**src/sbc_ctrl_pkg.sv**
```systemverilog
/*
 * constants for the transceiver mode and wake source control registers:
 * register offsets, reset and restart values, field positions, mode codes.
 * assumes a 7-bit register address and 8-bit register data on the device
 * side of the serial interface; frame decoding happens outside this block.
 */
// How it works
// - bus control bits 7:3 always read zero
// - bits 2:0 pick mode, lower two hardware-writable
// - top mode bit set adds selective wake
// - hardware changes the selective wake bit only on a reset or restart load
// - sleep entry without system error: x11 becomes x01
// - x10 wakes capable on sleep, stays on stop
// - off or wake capable untouched on low power
// - failure fail-safe forces bus control to 0000_0x01
// - development mode reset gives normal mode 011
// - reset zeros bus control, restart loads cause code
// - internal bit 6 enables cyclic timer wake
// - internal bit 2 disables watchdog in stop
// - stop to normal clears watchdog disable bit
// - internal register reset zero, restart keeps bit 6
// - external bit 7 routes all status to interrupt
// - external bit 5 selects voltage sensing, no wake
// - external reset 01, restart keeps bits 7,5,0
// - external bit 0 enables the wake input
// - fail-safe without sensing rewrites external to x0x0_0001
// - sensing select refused while failure output active
package sbc_ctrl_pkg;

   // ****************************************************************
   // register map
   // ****************************************************************
   localparam logic [6:0] BUS_CTRL_OFF = 7'h04;
   localparam logic [6:0] INT_WAKE_OFF = 7'h06;
   localparam logic [6:0] EXT_WAKE_OFF = 7'h07;

   // ****************************************************************
   // reset values and writable masks
   // ****************************************************************
   localparam logic [7:0] BUS_CTRL_RST  = 8'h00;
   localparam logic [7:0] INT_WAKE_RST  = 8'h00;
   localparam logic [7:0] EXT_WAKE_RST  = 8'h01;
   localparam logic [7:0] BUS_CTRL_MASK = 8'h07;
   localparam logic [7:0] INT_WAKE_MASK = 8'h44;
   localparam logic [7:0] EXT_WAKE_MASK = 8'hA1;
   localparam logic [7:0] INT_RESTART_KEEP = 8'h40;
   localparam logic [7:0] EXT_RESTART_KEEP = 8'hA1;
   localparam logic [7:0] UNMAPPED_READ = 8'h00;

   // ****************************************************************
   // field positions
   // ****************************************************************
   localparam int SELECTIVE_WAKE_BIT  = 2;
   localparam int TIMER_WAKE_BIT      = 6;
   localparam int STOP_WD_DISABLE_BIT = 2;
   localparam int INT_GLOBAL_BIT      = 7;
   localparam int VSENSE_SELECT_BIT   = 5;
   localparam int WAKE_INPUT_BIT      = 0;

   // ****************************************************************
   // transceiver mode codes, lower two bits of the mode field, and the 3-bit development reset mode
   // ****************************************************************
   localparam logic [1:0] CAN_OFF       = 2'h0;
   localparam logic [1:0] CAN_WAKE_CAP  = 2'h1;
   localparam logic [1:0] CAN_RX_ONLY   = 2'h2;
   localparam logic [1:0] CAN_NORMAL    = 2'h3;
   localparam logic [2:0] DEV_MODE_INIT = 3'h3;

endpackage

```
**src/wake_irq_gate.sv**
```systemverilog
/*
 * wake source gating and interrupt output: turns raw wake and status
 * events into a registered wake pulse and an active-low interrupt pulse.
 * assumes all event inputs are one-cycle pulses synchronous to mclk_i.
 */
module wake_irq_gate (
   // clock, reset, enable
   input  wire logic mclk_i,
   input  wire logic nrst_i,
   input  wire logic ce_i,
   // configuration from the control registers
   input  wire logic timer_wake_enable_i,
   input  wire logic wake_input_enable_i,
   input  wire logic voltage_sense_select_i,
   input  wire logic int_global_i,
   // raw events
   input  wire logic hv_wake_event_i,
   input  wire logic timer_event_i,
   input  wire logic bus_wake_event_i,
   input  wire logic status_event_i,
   // gated results
   output logic      wake_event_o,
   output logic      interrupt_output_n_o
);

   logic next_wake;
   logic next_irq;

   // sensing mode steals the input, so no wake may come from it
   always_comb begin
      next_wake = (hv_wake_event_i & wake_input_enable_i & ~voltage_sense_select_i)
                | (timer_event_i & timer_wake_enable_i)
                | bus_wake_event_i;
      next_irq  = next_wake | (int_global_i & status_event_i);
   end

   // registered so the pins never glitch
   always_ff @(posedge mclk_i or negedge nrst_i) begin
      if (!nrst_i) begin
         wake_event_o         <= 1'b0;
         interrupt_output_n_o <= 1'b1;
      end else if (ce_i) begin
         wake_event_o         <= next_wake;
         interrupt_output_n_o <= ~next_irq;
      end
   end
endmodule // wake_irq_gate

```
**src/sbc_mode_regs.sv**
```systemverilog
/*
 * transceiver mode, internal wake and external wake control registers of
 * the system basis chip, with the hardware rewrites on mode transitions.
 * assumes the serial interface delivers decoded one-cycle read and write
 * strobes, and the mode controller delivers one-cycle entry pulses.
 */
module sbc_mode_regs (
   // clock, reset, enable
   input  wire logic       mclk_i,
   input  wire logic       nrst_i,
   input  wire logic       ce_i,
   // decoded register access
   input  wire logic       reg_wr_i,
   input  wire logic       reg_rd_i,
   input  wire logic [6:0] reg_addr_i,
   input  wire logic [7:0] reg_wdata_i,
   output logic      [7:0] reg_rdata_o,
   output logic            spi_fail_o,
   // mode controller events
   input  wire logic       soft_reset_i,
   input  wire logic       dev_mode_i,
   input  wire logic       restart_entry_i,
   input  wire logic [2:0] restart_can_mode_i,
   input  wire logic       sleep_entry_i,
   input  wire logic       stop_entry_i,
   input  wire logic       stop_to_normal_i,
   input  wire logic       failsafe_entry_i,
   input  wire logic       system_error_flag_i,
   input  wire logic       failure_output_i,
   // raw wake and status events
   input  wire logic       high_voltage_wake_input_i,
   input  wire logic       timer_event_i,
   input  wire logic       bus_wake_event_i,
   input  wire logic       status_event_i,
   // configuration outputs
   output logic      [2:0] can_mode_o,
   output logic            timer_wake_enable_o,
   output logic            stop_watchdog_disable_b1_o,
   output logic            int_global_o,
   output logic            voltage_sense_select_o,
   output logic            wake_input_enable_o,
   // gated wake and interrupt
   output logic            wake_event_o,
   output logic            interrupt_output_n_o
);

   // ****************************************************************
   // storage and decode
   // ****************************************************************
   logic [7:0] bus_ctrl;
   logic [7:0] int_wake;
   logic [7:0] ext_wake;
   logic       init_pend;
   logic       hw_force;
   logic       wr_bus;
   logic       wr_int;
   logic       wr_ext;
   logic       vss_refuse;

   // forced loads override every ordinary write, except that fail-safe lets an internal wake write through
   assign hw_force   = init_pend | soft_reset_i | failsafe_entry_i | restart_entry_i;
   assign wr_bus     = reg_wr_i && reg_addr_i == sbc_ctrl_pkg::BUS_CTRL_OFF;
   assign wr_int     = reg_wr_i && reg_addr_i == sbc_ctrl_pkg::INT_WAKE_OFF;
   assign wr_ext     = reg_wr_i && reg_addr_i == sbc_ctrl_pkg::EXT_WAKE_OFF;
   assign vss_refuse = wr_ext & failure_output_i
                     & reg_wdata_i[sbc_ctrl_pkg::VSENSE_SELECT_BIT]
                     & ~ext_wake[sbc_ctrl_pkg::VSENSE_SELECT_BIT];

   // development strap is sampled on the first enabled edge after reset,
   // since an async reset may only load a constant
   always_ff @(posedge mclk_i or negedge nrst_i) begin
      if (!nrst_i) begin
         init_pend <= 1'b1;
      end else if (ce_i) begin
         init_pend <= 1'b0;
      end
   end

   // ****************************************************************
   // transceiver mode register
   // ****************************************************************
   always_ff @(posedge mclk_i or negedge nrst_i) begin
      if (!nrst_i) begin
         bus_ctrl <= sbc_ctrl_pkg::BUS_CTRL_RST;
      end else if (ce_i) begin
         if (init_pend || soft_reset_i) begin
            bus_ctrl <= dev_mode_i ? {5'h00, sbc_ctrl_pkg::DEV_MODE_INIT}
                                   : sbc_ctrl_pkg::BUS_CTRL_RST;
         end else if (failsafe_entry_i) begin
            // selective wake belongs to the host, so even fail-safe leaves it
            bus_ctrl <= {5'h00, bus_ctrl[2], sbc_ctrl_pkg::CAN_WAKE_CAP};
         end else if (restart_entry_i) begin
            bus_ctrl <= {5'h00, restart_can_mode_i};
         end else if (sleep_entry_i) begin
            // only the low pair moves; selective wake stays with the host
            if ((bus_ctrl[1:0] == sbc_ctrl_pkg::CAN_NORMAL && !system_error_flag_i)
                || bus_ctrl[1:0] == sbc_ctrl_pkg::CAN_RX_ONLY) begin
               bus_ctrl[1:0] <= sbc_ctrl_pkg::CAN_WAKE_CAP;
            end
         end else if (stop_entry_i) begin
            bus_ctrl <= bus_ctrl;
         end else if (wr_bus) begin
            bus_ctrl <= reg_wdata_i & sbc_ctrl_pkg::BUS_CTRL_MASK;
         end
      end
   end

   // ****************************************************************
   // internal wake control register
   // ****************************************************************
   always_ff @(posedge mclk_i or negedge nrst_i) begin
      if (!nrst_i) begin
         int_wake <= sbc_ctrl_pkg::INT_WAKE_RST;
      end else if (ce_i) begin
         if (init_pend || soft_reset_i) begin
            int_wake <= sbc_ctrl_pkg::INT_WAKE_RST;
         end else if (restart_entry_i) begin
            int_wake <= int_wake & sbc_ctrl_pkg::INT_RESTART_KEEP;
         end else if (stop_to_normal_i) begin
            // the mode change wins over a host write to bit 2 in the same cycle; bit 6 still takes the write
            int_wake[sbc_ctrl_pkg::STOP_WD_DISABLE_BIT] <= 1'b0;
            if (wr_int) begin
               int_wake[sbc_ctrl_pkg::TIMER_WAKE_BIT] <=
                  reg_wdata_i[sbc_ctrl_pkg::TIMER_WAKE_BIT];
            end
         end else if (wr_int) begin
            int_wake <= reg_wdata_i & sbc_ctrl_pkg::INT_WAKE_MASK;
         end
      end
   end

   // ****************************************************************
   // external wake control register
   // ****************************************************************
   always_ff @(posedge mclk_i or negedge nrst_i) begin
      if (!nrst_i) begin
         ext_wake <= sbc_ctrl_pkg::EXT_WAKE_RST;
      end else if (ce_i) begin
         if (init_pend || soft_reset_i) begin
            ext_wake <= sbc_ctrl_pkg::EXT_WAKE_RST;
         end else if (failsafe_entry_i) begin
            // with sensing selected the input cannot serve as a wake source
            if (!ext_wake[sbc_ctrl_pkg::VSENSE_SELECT_BIT]) begin
               ext_wake <= (ext_wake & 8'hA0) | 8'h01;
            end
         end else if (restart_entry_i) begin
            ext_wake <= ext_wake & sbc_ctrl_pkg::EXT_RESTART_KEEP;
         end else if (wr_ext) begin
            ext_wake <= reg_wdata_i & sbc_ctrl_pkg::EXT_WAKE_MASK;
            if (vss_refuse) begin
               ext_wake[sbc_ctrl_pkg::VSENSE_SELECT_BIT] <= 1'b0;
            end
         end
      end
   end

   // ****************************************************************
   // read port and failure flag
   // ****************************************************************
   always_ff @(posedge mclk_i or negedge nrst_i) begin
      if (!nrst_i) begin
         reg_rdata_o <= sbc_ctrl_pkg::UNMAPPED_READ;
      end else if (ce_i && reg_rd_i) begin
         unique case (reg_addr_i)
            sbc_ctrl_pkg::BUS_CTRL_OFF: reg_rdata_o <= bus_ctrl;
            sbc_ctrl_pkg::INT_WAKE_OFF: reg_rdata_o <= int_wake;
            sbc_ctrl_pkg::EXT_WAKE_OFF: reg_rdata_o <= ext_wake;
            default:                    reg_rdata_o <= sbc_ctrl_pkg::UNMAPPED_READ;
         endcase
      end
   end

   // one-cycle pulse; the interface logic keeps the sticky copy
   always_ff @(posedge mclk_i or negedge nrst_i) begin
      if (!nrst_i) begin
         spi_fail_o <= 1'b0;
      end else if (ce_i) begin
         spi_fail_o <= vss_refuse & ~hw_force;
      end
   end

   // ****************************************************************
   // configuration outputs, all straight from the registers
   // ****************************************************************
   assign can_mode_o                 = bus_ctrl[2:0];
   assign timer_wake_enable_o        = int_wake[sbc_ctrl_pkg::TIMER_WAKE_BIT];
   assign stop_watchdog_disable_b1_o = int_wake[sbc_ctrl_pkg::STOP_WD_DISABLE_BIT];
   assign int_global_o               = ext_wake[sbc_ctrl_pkg::INT_GLOBAL_BIT];
   assign voltage_sense_select_o     = ext_wake[sbc_ctrl_pkg::VSENSE_SELECT_BIT];
   assign wake_input_enable_o        = ext_wake[sbc_ctrl_pkg::WAKE_INPUT_BIT];

   // gated wake sources and interrupt pin
   wake_irq_gate u_gate (
      .mclk_i                 (mclk_i),
      .nrst_i                 (nrst_i),
      .ce_i                   (ce_i),
      .timer_wake_enable_i    (int_wake[sbc_ctrl_pkg::TIMER_WAKE_BIT]),
      .wake_input_enable_i    (ext_wake[sbc_ctrl_pkg::WAKE_INPUT_BIT]),
      .voltage_sense_select_i (ext_wake[sbc_ctrl_pkg::VSENSE_SELECT_BIT]),
      .int_global_i           (ext_wake[sbc_ctrl_pkg::INT_GLOBAL_BIT]),
      .hv_wake_event_i        (high_voltage_wake_input_i),
      .timer_event_i          (timer_event_i),
      .bus_wake_event_i       (bus_wake_event_i),
      .status_event_i         (status_event_i),
      .wake_event_o           (wake_event_o),
      .interrupt_output_n_o   (interrupt_output_n_o)
   );
endmodule // sbc_mode_regs

```
**config.mk**
```make
export PLATFORM = sky130hd
export DESIGN_NAME = sbc_mode_regs
export DESIGN_NICKNAME = d
export VERILOG_FILES = /design/src/sbc_ctrl_pkg.sv /design/src/wake_irq_gate.sv /design/src/sbc_mode_regs.sv
export SDC_FILE = /design/constraint.sdc
export NUM_CORES = 1
export LEC_CHECK = 0
export BUFFER_PORTS_ARGS = -buffer_cell sky130_fd_sc_hd__buf_2
export CAP_MARGIN = 10
export CORE_MARGIN = 2
export CORE_UTILIZATION = 45
export CTS_CLUSTER_SIZE = 24
export DETAILED_ROUTE_END_ITERATION = 12
export PLACE_DENSITY = 0.87
export SETUP_SLACK_MARGIN = 0.15
export SYNTH_ARGS = -nofsm -noshare
export SYNTH_HDL_FRONTEND = slang
export SYNTH_SLANG_ARGS = --single-unit
```
**constraint.sdc**
```tcl
create_clock -name mclk_i -period 2.2 [get_ports mclk_i]
set_input_delay 0.22 -clock mclk_i [delete_from_list [all_inputs] [get_ports mclk_i]]
set_output_delay 0.22 -clock mclk_i [all_outputs]
set_load 0.02 [all_outputs]
```
==> summary.md, run 1 <==
| Metric | Value |
|---|---|
| Status | `finished clean` |
| Final setup fails | `0` |
| Vias in the first global route | `1040` |
| Core region area | `2250 µm²` |
| Register area | `479 µm²` |
| DP Wirelength | `2270 µm` |
| Commonest non-fill, non-tap cell in the layout | `buf_2` |
| Slew margin rel. | `70.8%` |
| Layout area overhead | `27.9%` |
| Total Neg Setup Slack | `0 ns` |
| GPL Wtd Cong | `0.784` |
| Post-synth EDFFs | `0` |
| DR iter-0 viols | `26` |
| Synth Register Bits | `19` |
| P_leak | `0.685 nW` |
| First drt pass iteration count | `4` |
| Crit path kind | `flop to flop` |
| Clock root cell | `clkbuf_4` |
| Initial Utilization | `48.4%` |
| Syn Inst Count | `116` |
| DRC Markers | `0` |
| Via Count | `1112` |
| Actual slew at the worst max-slew pin | `0.438 ns` |
| Syn avg cell area | `9.42 µm²` |
| Tot GR Track Use | `22.0%` |
| Skew-Pair Late Insertion Delay | `0.30 ns` |
| Count of cell types in the netlist | `40` |
| Final Skew | `0.00691 ns` |
| FP Rows | `17` |
| Die Area | `2840 µm²` |
| CTS buffer count | `3` |
| Cell taking the most area after synthesis | `dfrtp_1` |
| Pwr dens | `512 nW/µm²` |
| Top cell type's share of synthesized area | `36.7%` |
| Crit end category | `flop` |
| H-tree depth | `1` |
| Slew Viols, Final | `0` |
| Ranking of synthesized cells by area | `dfrtp_1 37%, dfstp_2 7.2%, mux2i_1 4.6%, nand2_1 4.5%, nand2b_1 2.9%` |
| RSZ-0062 raised after global routing | `false` |
| CTS tree | `yes` |
| Largest net degree at the start of global routing | `21` |
| Layout cell share with drive strength beyond 1 | `38.3%` |
| Hold Crit Class | `input pin to flop` |
| Post-Syn Nets | `152` |
| Die Y | `53.3 µm` |
| Die span in x | `53.3 µm` |
| Synth warn | `0` |
| Antenna Cells | `0` |
| CTS max path bufs | `2` |
| Clock transition at path regs | `0.12 ns` |
| Highest-count cells in the layout ignoring fill and taps | `52 x buf_2, 16 x dfrtp_1, 13 x nand2_1` |
| Main synth FF type | `dfrtp_1` |
| # nets final | `204` |
| Final wirelength | `2880 µm` |
| Post-synthesis async set-or-reset flop share | `100%` |
| CP startpoint kind | `flop` |
| Top Ports | `55` |
| WL per Instance | `14.8 µm` |
| IR drop worst, VDD | `349 µV` |
| Area of the multi-input gates | `563 µm²` |
| GRT overflow | `0` |
| Total power | `716 µW` |
| Post-Layout Cell Count | `195` |
| Clk sinks | `19` |
| DR vias/cell | `5.70` |
| Fin crit period | `1.68 ns` |
| Fill cells | `194` |
| Port Buffer Count | `52` |
| Period utilisation layout | `76.4%` |
| First-pass GRT wire length | `4600 µm` |
| Fmax | `0.595 GHz` |
| Sequential area share after synthesis | `43.9%` |
| CP max FO | `7` |
| Synthesized cell area | `1090 µm²` |
| Worst EP required | `2.43 ns` |
| Initial antenna violation count | `0` |
| R2R Setup Slk | `0.52 ns` |
| Max Cap Violations | `0` |
| Antenna viol nets, final | `0` |
| DP Cell Count | `190` |
| WP data arrival | `1.91 ns` |
| Fin. Hold Viols | `0` |
[registers in the layout, indices dropped and copies added, names as in the netlist]
register / cells
init_pend: 1
reg_rdata_o: 7
bus_ctrl: 3
spi_fail_o: 1
u_gate.interrupt_output_n_o: 1
int_wake: 2
u_gate.wake_event_o: 1
ext_wake: 3
[worst max-delay path, stage by stage, from the launching register on]
cell       delay, ns
dfstp_2         0.40
or3_1           0.43
a311o_1         0.37
a2bb2oi_2       0.19
mux2i_1         0.21
[cells by family after synthesis]
family          count (synthesis)  synth area share [%]
flops                          19                  43.9
compound gates                 26                  18.0
buf+inv                        12                  4.58
simple gates                   51                  25.9
mux                             8                  7.67
[through the flow]
stage / hold slack [ns] / instance area [µm²] / utilization (%) / worst slack [ns]
detailed placement: 0.194 / 1360 / 60.3 / 0.443
CTS: 0.166 / 1400 / 62.0 / 0.530
global route: 0.165 / 1400 / 62.0 / 0.437
finish: 0.161 / 1400 / 62.0 / 0.519
floorplan: -0.0756 / 1090 / - / 0.648
global placement: 0.180 / 1360 / 60.3 / 0.455
[cell usage after synthesis (2+ instances only)]
library cell	count
a21oi_1	2
clkbuf_1	4
dfrtp_1	16
dfstp_2	3
inv_1	6
mux2_2	2
mux2i_1	5
nand2_1	13
nand2b_1	5
nand3_1	5
nand4_1	3
nand4b_1	3
nor2_1	6
nor3_1	4
nor4_1	2
o211ai_1	4
o21a_1	2
o21ai_0	6
o31ai_1	2
o41ai_1	2
or3b_1	2
[layout make-up]
type	instances	share of cell area, %
repair buffers	53	19.3
flip-flops and latches	19	34.3
inverters	6	1.61
clock buffers	3	1.61
clock inverters	1	0.358
well taps	28	2.51
multi-input cells	85	40.3
[metal layers]
metal	routed length, µm	GRT usage [%]	vias to the layer above
li1	-	-	525
met1	1250	27.2	530
met2	1360	36.6	49
met3	185	3.11	8
met4	80	11.5	0
met5	0	0	-
[report_power, final]
| group | internal, mW | total [mW] | switching (mW) |
|---|---|---|---|
| combinational | 0.0631 | 0.152 | 0.0888 |
| clock | 0.0676 | 0.186 | 0.118 |
| sequential | 0.366 | 0.378 | 0.0128 |
[worst paths after layout]
check | start | cells past startpoint | end
setup / recovery | init_pend$_DFFE_PN1P_ | 4 | bus_ctrl[1]$_DFFE_PN0P_
hold / removal | reg_wdata_i[7] | 3 | ext_wake[7]$_DFFE_PN0P_
setup reg to reg | init_pend$_DFFE_PN1P_ | 4 | bus_ctrl[1]$_DFFE_PN0P_
hold reg to reg | reg_rdata_o[1]$_DFFE_PN0P_ | 2 | reg_rdata_o[1]$_DFFE_PN0P_
max in group asynchronous | nrst_i | 2 | u_gate.interrupt_output_n_o$_DFFE_PN1P_
min in group asynchronous | nrst_i | 2 | reg_rdata_o[2]$_DFFE_PN0P_
[what timing repair did]
| action | in CTS | in global routing |
|---|---|---|
| endpoints found under the hold margin | 16 | 0 |
| endpoints found under the setup margin | 0 | 0 |
| resized for setup | 0 | 0 |
| setup buffers | 0 | 0 |
| hold buffers | 1 | 0 |
(Power assumes the default switching activity.)
==> run 2: changes to the inputs <==
--- a/config.mk
+++ b/config.mk
@@ -8,10 +8,10 @@
 export BUFFER_PORTS_ARGS = -buffer_cell sky130_fd_sc_hd__buf_2
 export CAP_MARGIN = 10
 export CORE_MARGIN = 2
-export CORE_UTILIZATION = 45
+export CORE_UTILIZATION = 40
 export CTS_CLUSTER_SIZE = 24
 export DETAILED_ROUTE_END_ITERATION = 12
-export PLACE_DENSITY = 0.87
+export PLACE_DENSITY = 0.82
 export SETUP_SLACK_MARGIN = 0.15
 export SYNTH_ARGS = -nofsm -noshare
 export SYNTH_HDL_FRONTEND = slang
==> constraint.sdc (replaced) <==
create_clock -name mclk_i -period 1.38 [get_ports mclk_i]
set_input_delay 0.138 -clock mclk_i [delete_from_list [all_inputs] [get_ports mclk_i]]
set_output_delay 0.138 -clock mclk_i [all_outputs]
set_load 0.02 [all_outputs]
==> run 2 against run 1 <==
Net effect: the run now ends with setup timing left; sequential cell count stayed put; fmax is 11% higher; sequential power is 59% higher; largest power group unchanged; combinational power is 96% higher; clock skew is 0.00052 ns lower; core utilization is 3.3 points higher; clock power is 55% higher.
==> summary.md, run 2 (synthesized netlist as in run 1, its figures left out) <==
| Metric | Value |
|---|---|
| Hold Crit Class | `input pin to flop` |
| CP max FO | `2` |
| Crit path kind | `flop to flop` |
| Top Ports | `55` |
| Crit end category | `flop` |
| DRC Markers | `0` |
| GRT overflow | `0` |
| Critical path's slowest cell | `dfstp_2` |
| Worst Min Path Start | `reg_wdata_i[7]` |
| H-tree depth | `1` |
| Pwr dens | `721 nW/µm²` |
| DR vias/cell | `5.52` |
| Vias in the first global route | `1149` |
| Worst EP required | `1.61 ns` |
| Slew Viols, Final | `0` |
| CTS tree | `yes` |
| Post-Route M1 WL | `1360 µm` |
| Critical Path Max Stage Delay | `0.39 ns` |
| Initial antenna violation count | `0` |
| Post-DP Area | `1480 µm²` |
| Final Skew | `0.00639 ns` |
| Die Area | `3160 µm²` |
| Buf+Inv Stages, Crit Path | `0` |
| Fin. Hold Viols | `0` |
| Skew-Pair Late Insertion Delay | `0.30 ns` |
| Core region area | `2520 µm²` |
| Layout area overhead | `50.7%` |
| First drt pass iteration count | `4` |
| Highest-count cells in the layout ignoring fill and taps | `52 x buf_2, 18 x buf_4, 16 x dfrtp_1, 12 x nand2_1, 6 x inv_1` |
| WL per Instance | `14.3 µm` |
| GPL Wtd Cong | `0.864` |
| Total stage count of the critical path | `4` |
| Fin crit period | `1.51 ns` |
| Actual slew at the worst max-slew pin | `0.424 ns` |
| Hold path depth | `3` |
| Failing checks | `setup timing` |
| Largest net degree at the start of global routing | `20` |
| Slew margin rel. | `71.7%` |
| Die span in x | `56.3 µm` |
| FP Rows | `18` |
| CP startpoint kind | `flop` |
| Biggest regs | `reg_rdata_o: 7 flops, bus_ctrl: 3 flops, ext_wake: 3 flops` |
| Max Cap Violations | `0` |
| Crit-path leading delay family | `compound AO/OA/AOI/OAI gates` |
| Detail Route met2 WL | `1460 µm` |
| Cell Chain, Critical Path | `or3_4, a311o_1, a2bb2oi_2, mux2i_1` |
| Final wirelength | `3100 µm` |
| # nets final | `224` |
| Final instance area | `1650 µm²` |
| Max reg flops | `7` |
| WP data arrival | `1.74 ns` |
| Initial Utilization | `43.3%` |
| Status | `finished with violations` |
| DR iter-0 viols | `38` |
| Die Y | `56.3 µm` |
| Final setup fails | `5` |
| Via Count | `1198` |
| Reg with most FFs | `reg_rdata_o` |
| IR drop worst, VDD | `702 µV` |
| Final setup margin | `-0.135 ns` |
| Reg2Reg Depth | `4` |
| Post-Place Worst Slack | `-0.195 ns` |
| Tot GR Track Use | `20.3%` |
| CTS buffer count | `3` |
| CTS max path bufs | `2` |
| Clock transition at path regs | `0.11 ns` |
| Highest routed metal layer | `met4` |
| Layout cell share with drive strength beyond 1 | `50.3%` |
| Antenna viol nets, final | `0` |
| RSZ-0062 raised after global routing | `true` |
| Crit path to | `bus_ctrl[0]$_DFFE_PN0P_` |
| R2R Path End | `bus_ctrl[0]$_DFFE_PN0P_` |
| Clock root cell | `clkbuf_4` |
| R2r startpoint | `init_pend$_DFFE_PN1P_` |
| Port Buffer Count | `52` |
| Period utilisation layout | `110%` |
| Utilization of the core after routing | `65.3%` |
| Commonest non-fill, non-tap cell in the layout | `buf_2` |
| Antenna Cells | `0` |
| DR WL met3 | `218 µm` |
| DP Wirelength | `2350 µm` |
| P_leak | `0.816 nW` |
| First-pass GRT wire length | `5110 µm` |
| Fmax | `0.660 GHz` |
| Clk sinks | `19` |
| Start point of the critical path | `init_pend$_DFFE_PN1P_` |
| R2R Setup Slk | `-0.13 ns` |
==> run 2: cell types whose count changed in the layout (fill, tap and decap cells not counted), moves of 2 or more <==
cell	change
buf_4	+18
buf_6	+2
mux2_2	-2
mux2_4	+2
nor2_1	-2
nor2_2	+2
nor4_1	-2
nor4_4	+2
==> run 2: metal layers <==
metal  global-route usage (%)  vias to the layer above
met1                     27.4                      567
met5                        0                        -
met3                     3.69                        8
met2                     31.8                       54
met4                     8.84                        0
li1                         -                      569
==> run 2: through the flow <==
step                      setup TNS [ns]  power (mW)  hold WS (ns)  std cells
after floorplan                   -0.310       0.742        -0.158        116
after global placement            -0.429       0.871        0.0933        208
after detailed placement          -0.800       0.877         0.101        208
after CTS                         -0.412        1.19        0.0580        217
after global routing              -0.690        1.25        0.0640        217
final                             -0.374        1.19        0.0636        217
==> run 2: worst min-delay path: stages <==
cell and delay [ns]:
buf_2 0.09, nand2_1 0.05, mux2i_1 0.06
==> run 2: how the worst min path moves through the flow <==
stage                                                    to  slack, ns
finish                              ext_wake[7]$_DFFE_PN0P_       0.06
global route        u_gate.interrupt_output_n_o$_DFFE_PN1P_       0.06
CTS                                 ext_wake[7]$_DFFE_PN0P_       0.06
detailed placement                   spi_fail_o$_DFFE_PN0P_       0.10
global placement                     spi_fail_o$_DFFE_PN0P_       0.09
floorplan                           bus_ctrl[0]$_DFFE_PN0P_      -0.16
==> run 2: timing repair <==
item,4_1_cts,5_1_grt
hold buffers,1,0
pin swaps,7,2
endpoints found under the hold margin,16,0
resized for setup,20,0
setup buffers,4,0
setup endpoints to repair,9,8
==> run 2: final cells by class <==
type                       instances  area [µm²]
sequential                        19         479
timing repair buffer              73         428
multi-input combinational         85         652
fill                             210         876
inverter                           6        22.5
clock inverter                     1        5.00
tap                               30        37.5
clock buffer                       3        22.5
==> run 2: report_power, final <==
| group | internal [mW] | leakage [nW] | total [mW] | switching, mW |
|---|---|---|---|---|
| clock network | 0.108 | 0.0177 | 0.288 | 0.180 |
| logic | 0.135 | 0.553 | 0.298 | 0.163 |
| registers | 0.583 | 0.245 | 0.601 | 0.0181 |
